**src/hw/gpw_consts.vh**
```
/*
  constants for the four-port bidirectional i/o block with wake-up:
  register offsets, reset values, pin positions.
  assumes inclusion by bare name from the design file.
*/
`ifndef GPW_CONSTS_VH
`define GPW_CONSTS_VH

// register offsets (4-bit address)
`define GPW_OFF_PA_DATA  4'h0
`define GPW_OFF_PA_DIR   4'h1
`define GPW_OFF_PB_DATA  4'h2
`define GPW_OFF_PB_DIR   4'h3
`define GPW_OFF_PC_DATA  4'h4
`define GPW_OFF_PC_DIR   4'h5
`define GPW_OFF_PD_DATA  4'h6
`define GPW_OFF_PD_DIR   4'h7
`define GPW_OFF_BITOP    4'h8
`define GPW_OFF_HALT     4'h9
`define GPW_OFF_IRQ_STAT 4'hA
`define GPW_OFF_IRQ_MASK 4'hB
`define GPW_OFF_CFG_WAKE 4'hC
`define GPW_OFF_CFG_PULL 4'hD
`define GPW_OFF_CFG_SHRC 4'hE
`define GPW_OFF_CFG_SHR  4'hF

// reset values
`define GPW_RST_LATCH 8'hFF
`define GPW_RST_DIR   8'hFF
`define GPW_RST_ZERO  8'h00

// bit-op word: [2:0] bit index, [4:3] port, [5] set(1)/clear(0),
// [6] target direction(1)/data(0)
`define GPW_BOP_IDX_HI 2
`define GPW_BOP_IDX_LO 0
`define GPW_BOP_PORT_HI 4
`define GPW_BOP_PORT_LO 3
`define GPW_BOP_SET 5
`define GPW_BOP_DIR 6

// pin-share config word bits
`define GPW_SHR_INT 0
`define GPW_INT_PIN 5
// converter pins: count and position of their share bits in the word
`define GPW_RCO_PINS 4
`define GPW_RCO_SHR_LO 4

// status bits
`define GPW_ST_WAKE 0
`define GPW_ST_INT  1

// read data when nothing selected
`define GPW_RD_NONE 8'h00

`endif

```
**src/hw/gpw_port.v**
```verilog
/*
  four 8-bit bidirectional ports with direction registers, read-modify-write
  bit operations, pull-up enables, pin sharing and wake-up from halt.
  assumes pins synchronous to mclk; pull-ups and pad muxing realised outside
  from the enables given here; the core stops its clock on clk_run low.
*/
// Chosen here: the address map and the strobed register port.
//////////////////////////////////////////////////////////////////////////////
// Behaviour
// - direction bit one makes the pin an input, readable directly
// - direction bit zero drives the pin push-pull from the latch bit unless the pin is shared
// - reading an output bit returns the latch, not the pin level
// - written output data holds until the latch is written again
// - input reads sample the live pin, nothing latched before
// - reset sets all data latches and direction registers to ones
// - switching to output without a data write drives high
// - bit set/clear reads the port, alters one bit, writes it back
// - halt stops the clock until an enabled first-port input pin falls
// - wake-up enable is per pin for all eight first-port pins
// - pull-up on only when pin is input and its port option set
// - interrupt input shares first-port bit 5, needs option and input
// - analog switch lines take third-port pins by config bits
// - converter pins take fourth-port low four pins by config bits
`timescale 1ns/1ps
`default_nettype none
`include "gpw_consts.vh"

module gpw_port #(
  parameter integer W = 8,
  parameter integer ANALOG_LINES = 8
) (
  input wire mclk,
  input wire rst_n,
  input wire [3:0] addr,
  input wire [7:0] wdata,
  input wire wr,
  input wire rd,
  output reg [7:0] rdata,
  input wire [W-1:0] pa_in,
  output reg [W-1:0] pa_out,
  output reg [W-1:0] pa_oe,
  output reg [W-1:0] pa_pull,
  input wire [W-1:0] pb_in,
  output reg [W-1:0] pb_out,
  output reg [W-1:0] pb_oe,
  output reg [W-1:0] pb_pull,
  input wire [W-1:0] pc_in,
  output reg [W-1:0] pc_out,
  output reg [W-1:0] pc_oe,
  output reg [W-1:0] pc_pull,
  input wire [W-1:0] pd_in,
  output reg [W-1:0] pd_out,
  output reg [W-1:0] pd_oe,
  output reg [W-1:0] pd_pull,
  output reg [W-1:0] analog_switch_lines,
  output reg [3:0] rc_oscillator_converter,
  output reg ext_int_n,
  output reg clk_run,
  output reg irq
);

  //////////////////////////////////////////////////////////////////////////
  // registers
  reg [W-1:0] first_port_latch_reg;
  reg [W-1:0] second_port_latch_reg;
  reg [W-1:0] third_port_latch_reg;
  reg [W-1:0] fourth_port_latch_reg;
  reg [W-1:0] first_port_direction_reg;
  reg [W-1:0] second_port_direction_alt_reg;
  reg [W-1:0] third_port_direction_reg;
  reg [W-1:0] fourth_port_direction_reg;
  reg [W-1:0] wake_en_reg;
  reg [3:0] pull_en_reg;
  reg [W-1:0] shr_c_reg;
  reg [7:0] shr_reg;
  reg [1:0] stat_reg;
  reg [1:0] mask_reg;
  reg [W-1:0] pa_prev_reg;
  reg int_prev_reg;
  reg halted_reg;

  //////////////////////////////////////////////////////////////////////////
  // port read values: input bits live, output bits from latch
  wire [W-1:0] pa_view;
  wire [W-1:0] pb_view;
  wire [W-1:0] pc_view;
  wire [W-1:0] pd_view;
  assign pa_view = (first_port_direction_reg & pa_in) |
    (~first_port_direction_reg & first_port_latch_reg);
  assign pb_view = (second_port_direction_alt_reg & pb_in) |
    (~second_port_direction_alt_reg & second_port_latch_reg);
  assign pc_view = (third_port_direction_reg & pc_in) |
    (~third_port_direction_reg & third_port_latch_reg);
  assign pd_view = (fourth_port_direction_reg & pd_in) |
    (~fourth_port_direction_reg & fourth_port_latch_reg);

  //////////////////////////////////////////////////////////////////////////
  // bit operation: read whole port, change one bit, write back
  wire bop_wr;
  wire [2:0] bop_idx;
  wire [1:0] bop_port;
  wire bop_set;
  wire bop_dir;
  reg [W-1:0] bop_src;
  reg [W-1:0] bop_val;
  assign bop_wr = wr && (addr == `GPW_OFF_BITOP);
  assign bop_idx = wdata[`GPW_BOP_IDX_HI:`GPW_BOP_IDX_LO];
  assign bop_port = wdata[`GPW_BOP_PORT_HI:`GPW_BOP_PORT_LO];
  assign bop_set = wdata[`GPW_BOP_SET];
  assign bop_dir = wdata[`GPW_BOP_DIR];

  always @* begin
    case ({bop_dir, bop_port})
      3'h0: bop_src = pa_view;
      3'h1: bop_src = pb_view;
      3'h2: bop_src = pc_view;
      3'h3: bop_src = pd_view;
      3'h4: bop_src = first_port_direction_reg;
      3'h5: bop_src = second_port_direction_alt_reg;
      3'h6: bop_src = third_port_direction_reg;
      default: bop_src = fourth_port_direction_reg;
    endcase
    bop_val = bop_src;
    bop_val[bop_idx] = bop_set;
  end

  //////////////////////////////////////////////////////////////////////////
  // wake and interrupt events
  wire [W-1:0] fall_pa;
  wire wake_ev;
  wire int_en;
  wire int_fall;
  wire stat_rd;
  assign fall_pa = pa_prev_reg & ~pa_in & wake_en_reg &
    first_port_direction_reg;
  assign wake_ev = halted_reg && (|fall_pa);
  assign int_en = shr_reg[`GPW_SHR_INT] &
    first_port_direction_reg[`GPW_INT_PIN];
  assign int_fall = int_en && int_prev_reg && !pa_in[`GPW_INT_PIN];
  assign stat_rd = rd && (addr == `GPW_OFF_IRQ_STAT);

  //////////////////////////////////////////////////////////////////////////
  // register writes
  always @(posedge mclk) begin
    if (!rst_n) begin
      first_port_latch_reg <= `GPW_RST_LATCH;
      second_port_latch_reg <= `GPW_RST_LATCH;
      third_port_latch_reg <= `GPW_RST_LATCH;
      fourth_port_latch_reg <= `GPW_RST_LATCH;
      first_port_direction_reg <= `GPW_RST_DIR;
      second_port_direction_alt_reg <= `GPW_RST_DIR;
      third_port_direction_reg <= `GPW_RST_DIR;
      fourth_port_direction_reg <= `GPW_RST_DIR;
      wake_en_reg <= `GPW_RST_ZERO;
      pull_en_reg <= 4'h0;
      shr_c_reg <= `GPW_RST_ZERO;
      shr_reg <= `GPW_RST_ZERO;
      mask_reg <= 2'h0;
      halted_reg <= 1'b0;
    end else begin
      // latches change only on a write, else hold
      if (wr) begin
        case (addr)
          `GPW_OFF_PA_DATA: first_port_latch_reg <= wdata;
          `GPW_OFF_PA_DIR: first_port_direction_reg <= wdata;
          `GPW_OFF_PB_DATA: second_port_latch_reg <= wdata;
          `GPW_OFF_PB_DIR: second_port_direction_alt_reg <= wdata;
          `GPW_OFF_PC_DATA: third_port_latch_reg <= wdata;
          `GPW_OFF_PC_DIR: third_port_direction_reg <= wdata;
          `GPW_OFF_PD_DATA: fourth_port_latch_reg <= wdata;
          `GPW_OFF_PD_DIR: fourth_port_direction_reg <= wdata;
          `GPW_OFF_IRQ_MASK: mask_reg <= wdata[1:0];
          `GPW_OFF_CFG_WAKE: wake_en_reg <= wdata;
          `GPW_OFF_CFG_PULL: pull_en_reg <= wdata[3:0];
          `GPW_OFF_CFG_SHRC: shr_c_reg <= wdata;
          `GPW_OFF_CFG_SHR: shr_reg <= wdata;
          default: ;
        endcase
      end
      if (bop_wr) begin
        case ({bop_dir, bop_port})
          3'h0: first_port_latch_reg <= bop_val;
          3'h1: second_port_latch_reg <= bop_val;
          3'h2: third_port_latch_reg <= bop_val;
          3'h3: fourth_port_latch_reg <= bop_val;
          3'h4: first_port_direction_reg <= bop_val;
          3'h5: second_port_direction_alt_reg <= bop_val;
          3'h6: third_port_direction_reg <= bop_val;
          default: fourth_port_direction_reg <= bop_val;
        endcase
      end
      // halt write stops the clock; an enabled falling input pin restarts it
      if (wake_ev)
        halted_reg <= 1'b0;
      else if (wr && addr == `GPW_OFF_HALT)
        halted_reg <= 1'b1;
    end
  end

  //////////////////////////////////////////////////////////////////////////
  // edge history and sticky status; set beats read-clear
  always @(posedge mclk) begin
    if (!rst_n) begin
      pa_prev_reg <= `GPW_RST_ZERO;
      int_prev_reg <= 1'b0;
      stat_reg <= 2'h0;
    end else begin
      pa_prev_reg <= pa_in;
      int_prev_reg <= pa_in[`GPW_INT_PIN];
      stat_reg[`GPW_ST_WAKE] <= wake_ev |
        (stat_reg[`GPW_ST_WAKE] & ~stat_rd);
      stat_reg[`GPW_ST_INT] <= int_fall |
        (stat_reg[`GPW_ST_INT] & ~stat_rd);
    end
  end

  //////////////////////////////////////////////////////////////////////////
  // read data, one cycle after the strobe
  always @(posedge mclk) begin
    if (!rst_n) begin
      rdata <= `GPW_RD_NONE;
    end else if (rd) begin
      case (addr)
        `GPW_OFF_PA_DATA: rdata <= pa_view;
        `GPW_OFF_PA_DIR: rdata <= first_port_direction_reg;
        `GPW_OFF_PB_DATA: rdata <= pb_view;
        `GPW_OFF_PB_DIR: rdata <= second_port_direction_alt_reg;
        `GPW_OFF_PC_DATA: rdata <= pc_view;
        `GPW_OFF_PC_DIR: rdata <= third_port_direction_reg;
        `GPW_OFF_PD_DATA: rdata <= pd_view;
        `GPW_OFF_PD_DIR: rdata <= fourth_port_direction_reg;
        `GPW_OFF_HALT: rdata <= {7'h00, halted_reg};
        `GPW_OFF_IRQ_STAT: rdata <= {6'h00, stat_reg};
        `GPW_OFF_IRQ_MASK: rdata <= {6'h00, mask_reg};
        `GPW_OFF_CFG_WAKE: rdata <= wake_en_reg;
        `GPW_OFF_CFG_PULL: rdata <= {4'h0, pull_en_reg};
        `GPW_OFF_CFG_SHRC: rdata <= shr_c_reg;
        `GPW_OFF_CFG_SHR: rdata <= shr_reg;
        default: rdata <= `GPW_RD_NONE;
      endcase
    end else begin
      rdata <= `GPW_RD_NONE;
    end
  end

  //////////////////////////////////////////////////////////////////////////
  // pad outputs, registered; shared pins released from i/o drive
  wire [W-1:0] pc_shr;
  wire [W-1:0] pd_shr;
  genvar g;
  generate
    for (g = 0; g < W; g = g + 1) begin : g_shr
      assign pc_shr[g] = (g < ANALOG_LINES) ? shr_c_reg[g] : 1'b0;
      // only the low pins have a converter share bit; a guarded select
      // keeps the upper pins from indexing past the share word
      if (g < `GPW_RCO_PINS) begin : g_rco
        assign pd_shr[g] = shr_reg[g + `GPW_RCO_SHR_LO];
      end else begin : g_io
        assign pd_shr[g] = 1'b0;
      end
    end
  endgenerate

  always @(posedge mclk) begin
    if (!rst_n) begin
      pa_out <= `GPW_RST_LATCH;
      pb_out <= `GPW_RST_LATCH;
      pc_out <= `GPW_RST_LATCH;
      pd_out <= `GPW_RST_LATCH;
      pa_oe <= `GPW_RST_ZERO;
      pb_oe <= `GPW_RST_ZERO;
      pc_oe <= `GPW_RST_ZERO;
      pd_oe <= `GPW_RST_ZERO;
      pa_pull <= `GPW_RST_ZERO;
      pb_pull <= `GPW_RST_ZERO;
      pc_pull <= `GPW_RST_ZERO;
      pd_pull <= `GPW_RST_ZERO;
      analog_switch_lines <= `GPW_RST_ZERO;
      rc_oscillator_converter <= 4'h0;
      ext_int_n <= 1'b1;
      clk_run <= 1'b1;
      irq <= 1'b0;
    end else begin
      pa_out <= first_port_latch_reg;
      pb_out <= second_port_latch_reg;
      pc_out <= third_port_latch_reg;
      pd_out <= fourth_port_latch_reg;
      pa_oe <= ~first_port_direction_reg;
      pb_oe <= ~second_port_direction_alt_reg;
      pc_oe <= ~third_port_direction_reg & ~pc_shr;
      pd_oe <= ~fourth_port_direction_reg & ~pd_shr;
      pa_pull <= first_port_direction_reg & {W{pull_en_reg[0]}};
      pb_pull <= second_port_direction_alt_reg & {W{pull_en_reg[1]}};
      pc_pull <= third_port_direction_reg & {W{pull_en_reg[2]}};
      pd_pull <= fourth_port_direction_reg & {W{pull_en_reg[3]}};
      analog_switch_lines <= pc_shr & pc_in;
      rc_oscillator_converter <= pd_shr[3:0] & pd_in[3:0];
      ext_int_n <= int_en ? pa_in[`GPW_INT_PIN] : 1'b1;
      clk_run <= ~(halted_reg & ~wake_ev) &
        ~(wr && addr == `GPW_OFF_HALT);
      irq <= |(stat_reg & mask_reg);
    end
  end

endmodule // gpw_port
`default_nettype wire

```
**config.mk**
```make
export PLATFORM = sky130hd
export DESIGN_NAME = gpw_port
export DESIGN_NICKNAME = d
export VERILOG_FILES = /design/src/hw/gpw_port.v
export VERILOG_INCLUDE_DIRS = /design/src /design/src/hw
export SDC_FILE = /design/constraint.sdc
export NUM_CORES = 1
export LEC_CHECK = 0
export BUFFER_PORTS_ARGS = -buffer_cell sky130_fd_sc_hd__buf_2
export CORE_MARGIN = 8
export CORE_UTILIZATION = 56
export CTS_CLUSTER_DIAMETER = 40
export CTS_CLUSTER_SIZE = 12
export DETAILED_ROUTE_END_ITERATION = 10
export PLACE_DENSITY = 0.79
export SLEW_MARGIN = 0
export SYNTH_ARGS = -nofsm -noshare
export SYNTH_HDL_FRONTEND = slang
export SYNTH_SLANG_ARGS = --single-unit
```
**constraint.sdc**
```tcl
create_clock -name mclk -period 1.8 [get_ports mclk]
set_input_delay 0.36 -clock mclk [delete_from_list [all_inputs] [get_ports mclk]]
set_output_delay 0.36 -clock mclk [all_outputs]
set_load 0.005 [all_outputs]
```
---- Word-level counts from Yosys, hierarchy flattened ----
Index checks and enable logic that the tools add are counted.
operators by class
  magnitude comparators ................... 2
  equality and inequality tests ........... 21
  bitwise logic cells ..................... 43
  muxes and demuxes ....................... 37
  reduce and logical (&&, ||, !) cells .... 21
operators by type and width
  cell                                                                           count
  8-bit 2-to-1 mux                                                               32
  8-bit bitwise AND                                                              18
  8-bit case mux with 15 select lines                                            1
  8-bit case mux with 7 select lines                                             1
  8-bit NOT                                                                      6
  4-bit == test (second input constant)                                          8
  8-bit bitwise OR                                                               4
  4-bit by 3-bit == test with 1-bit output (second input constant)               4
  2-bit AND reduction                                                            7
  3-bit == test (second input constant)                                          3
  8-bit bitwise mux                                                              1
  4-bit by 2-bit == test with 1-bit output (second input constant)               2
  4-bit NOT with 8-bit output                                                    1
  8-bit OR reduction                                                             1
  1-bit logical AND                                                              7
  7-bit OR reduction                                                             1
  3-bit by 2-bit == test with 1-bit output (second input constant)               2
  1-bit bitwise AND                                                              5
  1-bit NOT                                                                      5
  4-bit bitwise AND                                                              1
  4-bit by 1-bit == test with 1-bit output (second input constant)               1
  4-bit zero test                                                                1
  3-bit by 4-bit less-than comparator with 1-bit output (second input constant)  1
  2-bit OR reduction                                                             2
  8 further kinds                                                                9
word-level totals
  output and inout port bits .............. 119
  word-level logic and storage cells ...... 159
  input port bits ......................... 48
  flip-flop bits (word level) ............. 225

---- Logic depth before layout (Yosys ltp) ----
  word-level depth ........................ 10
  mapped depth ............................ 8
  mapped depth without buffers ............ 5

---- Least setup slack after synthesis ----
Ideal clock, no wire load.
  path type ............................... input -> register
  start point ............................. input addr[0]
  end point ............................... register first_port_direction_reg[7]
  setup time .............................. 115 ps
  path buffers ............................ 2
  cell stages on the path ................. 6
  path slack .............................. 137 ps
  arrival ................................. 1548 ps
  data required time ...................... 1685 ps
  path through ............................ buf_2 -> or2_1 -> nor4_2 -> nand2_1 -> buf_2 -> o21a_1
on the way
  word-level cells in the longest chain between the ends .. 5
  elaborated cells between the ends (all ways) .. 7
  classes of those cells .................. eq/ne (2); mux (4); reduce/logical (1)
RTL lines
  item                                      line            source
  start: declaration                        gpw_port.v:34   input wire [3:0] addr,
  4-bit by 1-bit == test with 1-bit output  gpw_port.v:163  case (addr)
  8-bit 2-to-1 mux                          gpw_port.v:163
  8-bit 2-to-1 mux                          gpw_port.v:162  if (wr) begin
  8-bit 2-to-1 mux                          gpw_port.v:181  case ({bop_dir, bop_port})
  8-bit 2-to-1 mux *                        gpw_port.v:180  if (bop_wr) begin
  end signal: assignment                    gpw_port.v:150  first_port_direction_reg <= `GPW_RST_DIR;
  end signal: assignment                    gpw_port.v:165  `GPW_OFF_PA_DIR: first_port_direction_reg <= wdata;
  end signal: assignment                    gpw_port.v:186  3'h4: first_port_direction_reg <= bop_val;
  end: declaration                          gpw_port.v:68   reg [W-1:0] first_port_direction_reg;
Every way passes the cells marked *; elsewhere a longest branch is shown, timed or not.
A chain may end at the register's enable or synchronous reset.

---- Final worst setup path ----
  start point ............................. register second_port_direction_alt_reg[4]
  end point ............................... register fourth_port_direction_reg[4]
on the way
  word-level cells in the longest chain between the ends .. 7
  elaborated cells between the ends (all ways) .. 8
  classes of those cells .................. mux (4); bitwise (4)
RTL lines
  item                                  line            source
  start: declaration                    gpw_port.v:69   reg [W-1:0] second_port_direction_alt_reg;
  start signal: assignment              gpw_port.v:151  second_port_direction_alt_reg <= `GPW_RST_DIR;
  start signal: assignment              gpw_port.v:167  `GPW_OFF_PB_DIR: second_port_direction_alt_reg <= wdata;
  start signal: assignment              gpw_port.v:187  3'h5: second_port_direction_alt_reg <= bop_val;
  8-bit NOT                             gpw_port.v:91   (~second_port_direction_alt_reg & second_port_latch_reg);
  8-bit bitwise AND                     gpw_port.v:91
  8-bit bitwise OR                      gpw_port.v:90   assign pb_view = (second_port_direction_alt_reg & pb_in) |
  8-bit case mux with 7 select lines *  gpw_port.v:113  case ({bop_dir, bop_port})
  8-bit bitwise mux *                   gpw_port.v:124  bop_val[bop_idx] = bop_set;
  8-bit 2-to-1 mux *                    gpw_port.v:181
  8-bit 2-to-1 mux *                    gpw_port.v:180
  end signal: assignment                gpw_port.v:153  fourth_port_direction_reg <= `GPW_RST_DIR;
  end signal: assignment                gpw_port.v:171  `GPW_OFF_PD_DIR: fourth_port_direction_reg <= wdata;
  end signal: assignment                gpw_port.v:189  default: fourth_port_direction_reg <= bop_val;
  end: declaration                      gpw_port.v:71   reg [W-1:0] fourth_port_direction_reg;
Marked as above.

==> out/metrics.cfg <==
[run_status]
status = finished, final reports clean

[sta]
finalSetupTns_ns = 0
period_minus_slack_ns = 1.77
rsz0062_at_grt = no
slew_violations = 0
finalSetupViolations = 0
finalHoldViolCount = 0
period_share = 0.984
finalClockSkew_ns = 0.0129
worst_pin_slew_ns = 0.483
max_freq_ghz = 0.565
slew_headroom = 0.677
holdWs_ns = 0.0643

[floorplan]
die_h_um = 149
rows = 48
io_pins = 167
initial_utilization = 0.573
die_width_um = 149
fp.coreArea_um2 = 17400
die_area_um2 = 22300

[clock_tree]
clk_pin_slew_worst_paths_ns = 0.06
cts_setup_buffers = 0
clk_path_buf_depth = 3
insertion_delay_ns = 0.54
cts_buffers = 29
cts_tree = yes
cts.sinks = 224
cts_root_buf = clkbuf_16
htreeDepth = 1
cts_hold_buf = 0

[routing]
via_per_inst = 6.37
via_count = 10485
ant_nets = 0
firstDrtPassIters = 7
drc = 0
wire_per_inst_um = 26.5
routed_wirelength_mm = 43.7
drt_iter0_drc = 1516

[cells_and_area]
utilization = 0.768
area_growth_pct = 34.0
final_layout_size_suffix_gt1_frac = 0.317
final_nets = 1454

[yosys]
yosysUniqueCellTypes = 74
synth_nets = 1142
async_reset_ff_frac = 0
synth_seq_cells = 224
synth.top_cell.area_share = 0.451
syn_avg_cell_area_um2 = 9.09
yosys.area.top_type = dfxtp_1
yosysSeqAreaShare = 0.451
ys.flop_type = dfxtp_1
synth-edff-count = 0
ys_top_cells_by_area = dfxtp_1 (45%), mux2i_1 (6.4%), nand2_1 (4.3%)
syn_inst = 1094
yosysWarnings = 0
syn_area_um2 = 9940

[flow_run]
maxCapViolCount = 0

[worst_setup_path]
critPathArrivalTime_ns = 2.20
path_max_fanout = 8
slowest_delay_ns = 0.43
required_ns = 2.23
crit_type = reg2reg
critPathSlowestCell = dfxtp_1
path_cells = mux2i_4 > o221ai_2 > a211oi_2 > a31oi_4 > o21a_1
endpoint_kind = flip-flop
cp-start-kind = flip-flop
r2r_cells = 5

[placement]
place_hpwl_mm = 32.2
gp_congestion = 1.01
io_buffers = 166

[pwr]
p_per_area_nw_per_um2 = 940
max-vdd-ir-drop_mv = 1.07
p_leak_nw = 6.00

[min_path]
hold_depth = 2
hp-class = in2reg

[global_route]
grt_pass1_wl_mm = 64.4
grt_pass1_vias = 10312
grt.overflow.total = 0
track_usage = 0.383
grt_max_degree = 90
antenna_found_initial = 1

## layout make-up
class / instances / area (um^2)
Clock inverter: 12 / 218
Multi-Input combinational cell: 778 / 5050
Inverter: 10 / 37.5
Fill cell: 1158 / 4030
Clock buffer: 34 / 795
Sequential cell: 224 / 4490
Tap cell: 225 / 282
Timing Repair Buffer: 363 / 2450
Antenna cell: 1 / 2.50
## report_power, final
group / leakage (nW) / switching, mW / total (mW) / internal [mW]
clock: 0.501 / 2.22 / 6.09 / 3.87
sequential: 1.81 / 0.0563 / 5.10 / 5.04
combinational: 3.69 / 0.786 / 1.33 / 0.548
total: 6.00 / 3.07 / 12.5 / 9.46
## synthesized netlist by cell type (4+ instances only)
master / n
and3_1: 47
a32oi_1: 4
o21ai_0: 73
mux2i_1: 64
and2_1: 11
nor2_1: 41
a31oi_1: 10
o21ai_1: 16
a21oi_1: 22
o21a_1: 40
a21boi_0: 24
buf_2: 32
o32ai_1: 4
buf_4: 5
a22oi_1: 10
clkbuf_1: 39
nand4b_1: 10
nand2b_1: 53
buf_6: 4
o22ai_1: 8
nor3_1: 10
nand3_1: 32
mux2_2: 15
nand2_1: 113
nand3b_1: 5
nand4_1: 22
a21oi_2: 4
o2111ai_1: 5
nor2b_1: 47
dfxtp_1: 224
o22a_1: 6
inv_1: 8
o211ai_1: 13
nor3b_1: 16
## kinds of logic (layout without fill, tap and decap cells)
group           count (synthesis)  after routing  share of synthesized area
compound gates                276            276                      0.192
buf+inv                        92            419                     0.0438
flops                         224            224                      0.451
mux                            79             79                     0.0814
other cells                     0              1                          0
simple gates                  423            423                      0.232
## metal layers
layer / routed length (um) / up-vias / global-route usage / part of all wire
li1: - / 4549 / - / -
met1: 16600 / 4939 / 0.491 / 0.38
met2: 19200 / 827 / 0.587 / 0.44
met3: 5360 / 170 / 0.0856 / 0.12
met4: 2580 / 0 / 0.210 / 0.059
met5: 0 / - / 0 / 0
## worst max-delay path: cells and delay by family (launching register included)
kind | cells | cell delay (ns)
multiplexers | 1 | 0.36
flip-flops | 1 | 0.43
AO/OA/AOI/OAI | 4 | 0.88
## repair_timing
item / 4_1_cts / 5_1_grt
gates resized for setup: 2 / 5
pin swaps: 0 / 1
endpoints found under the setup margin: 8 / 22
endpoints found under the hold margin: 0 / 0
## worst paths after layout
check	from	endpoint	slack (ns)
hold reg to reg	fourth_port_latch_reg[5]	pd_out[5]	0.47
hold / removal	pa_in[6]	pa_prev_reg[6]	0.06
setup reg to reg	second_port_direction_alt_reg[4]	fourth_port_direction_reg[4]	0.03
setup / recovery	second_port_direction_alt_reg[4]	fourth_port_direction_reg[4]	0.03
## metrics by stage
| step | area, um^2 | setup slack, ns | power (mW) | instances |
|---|---|---|---|---|
| 3_5_place_dp | 12300 | -0.227 | 6.46 | 1600 |
| 5_1_grt | 13300 | 0.00202 | 12.8 | 1646 |
| 2_1_floorplan | 9940 | 0.137 | 5.81 | 1094 |
| 3_3_place_gp | 12300 | -0.157 | 6.44 | 1600 |
| 6_report | 13300 | 0.0287 | 12.5 | 1647 |
| 4_1_cts | 13300 | 0.0274 | 12.4 | 1646 |
## placed cells by master, fill, tap and decap left out, types with 24 or more instances in the layout
master,count
a21boi_0,24
and3_1,47
buf_2,165
buf_4,187
clkbuf_16,29
dfxtp_1,223
mux2i_1,62
nand2_1,113
nand2b_1,53
nand3_1,32
nor2_1,41
nor2b_1,47
o21a_1,40
o21ai_0,71
Power figures use the tool's default switching activity.
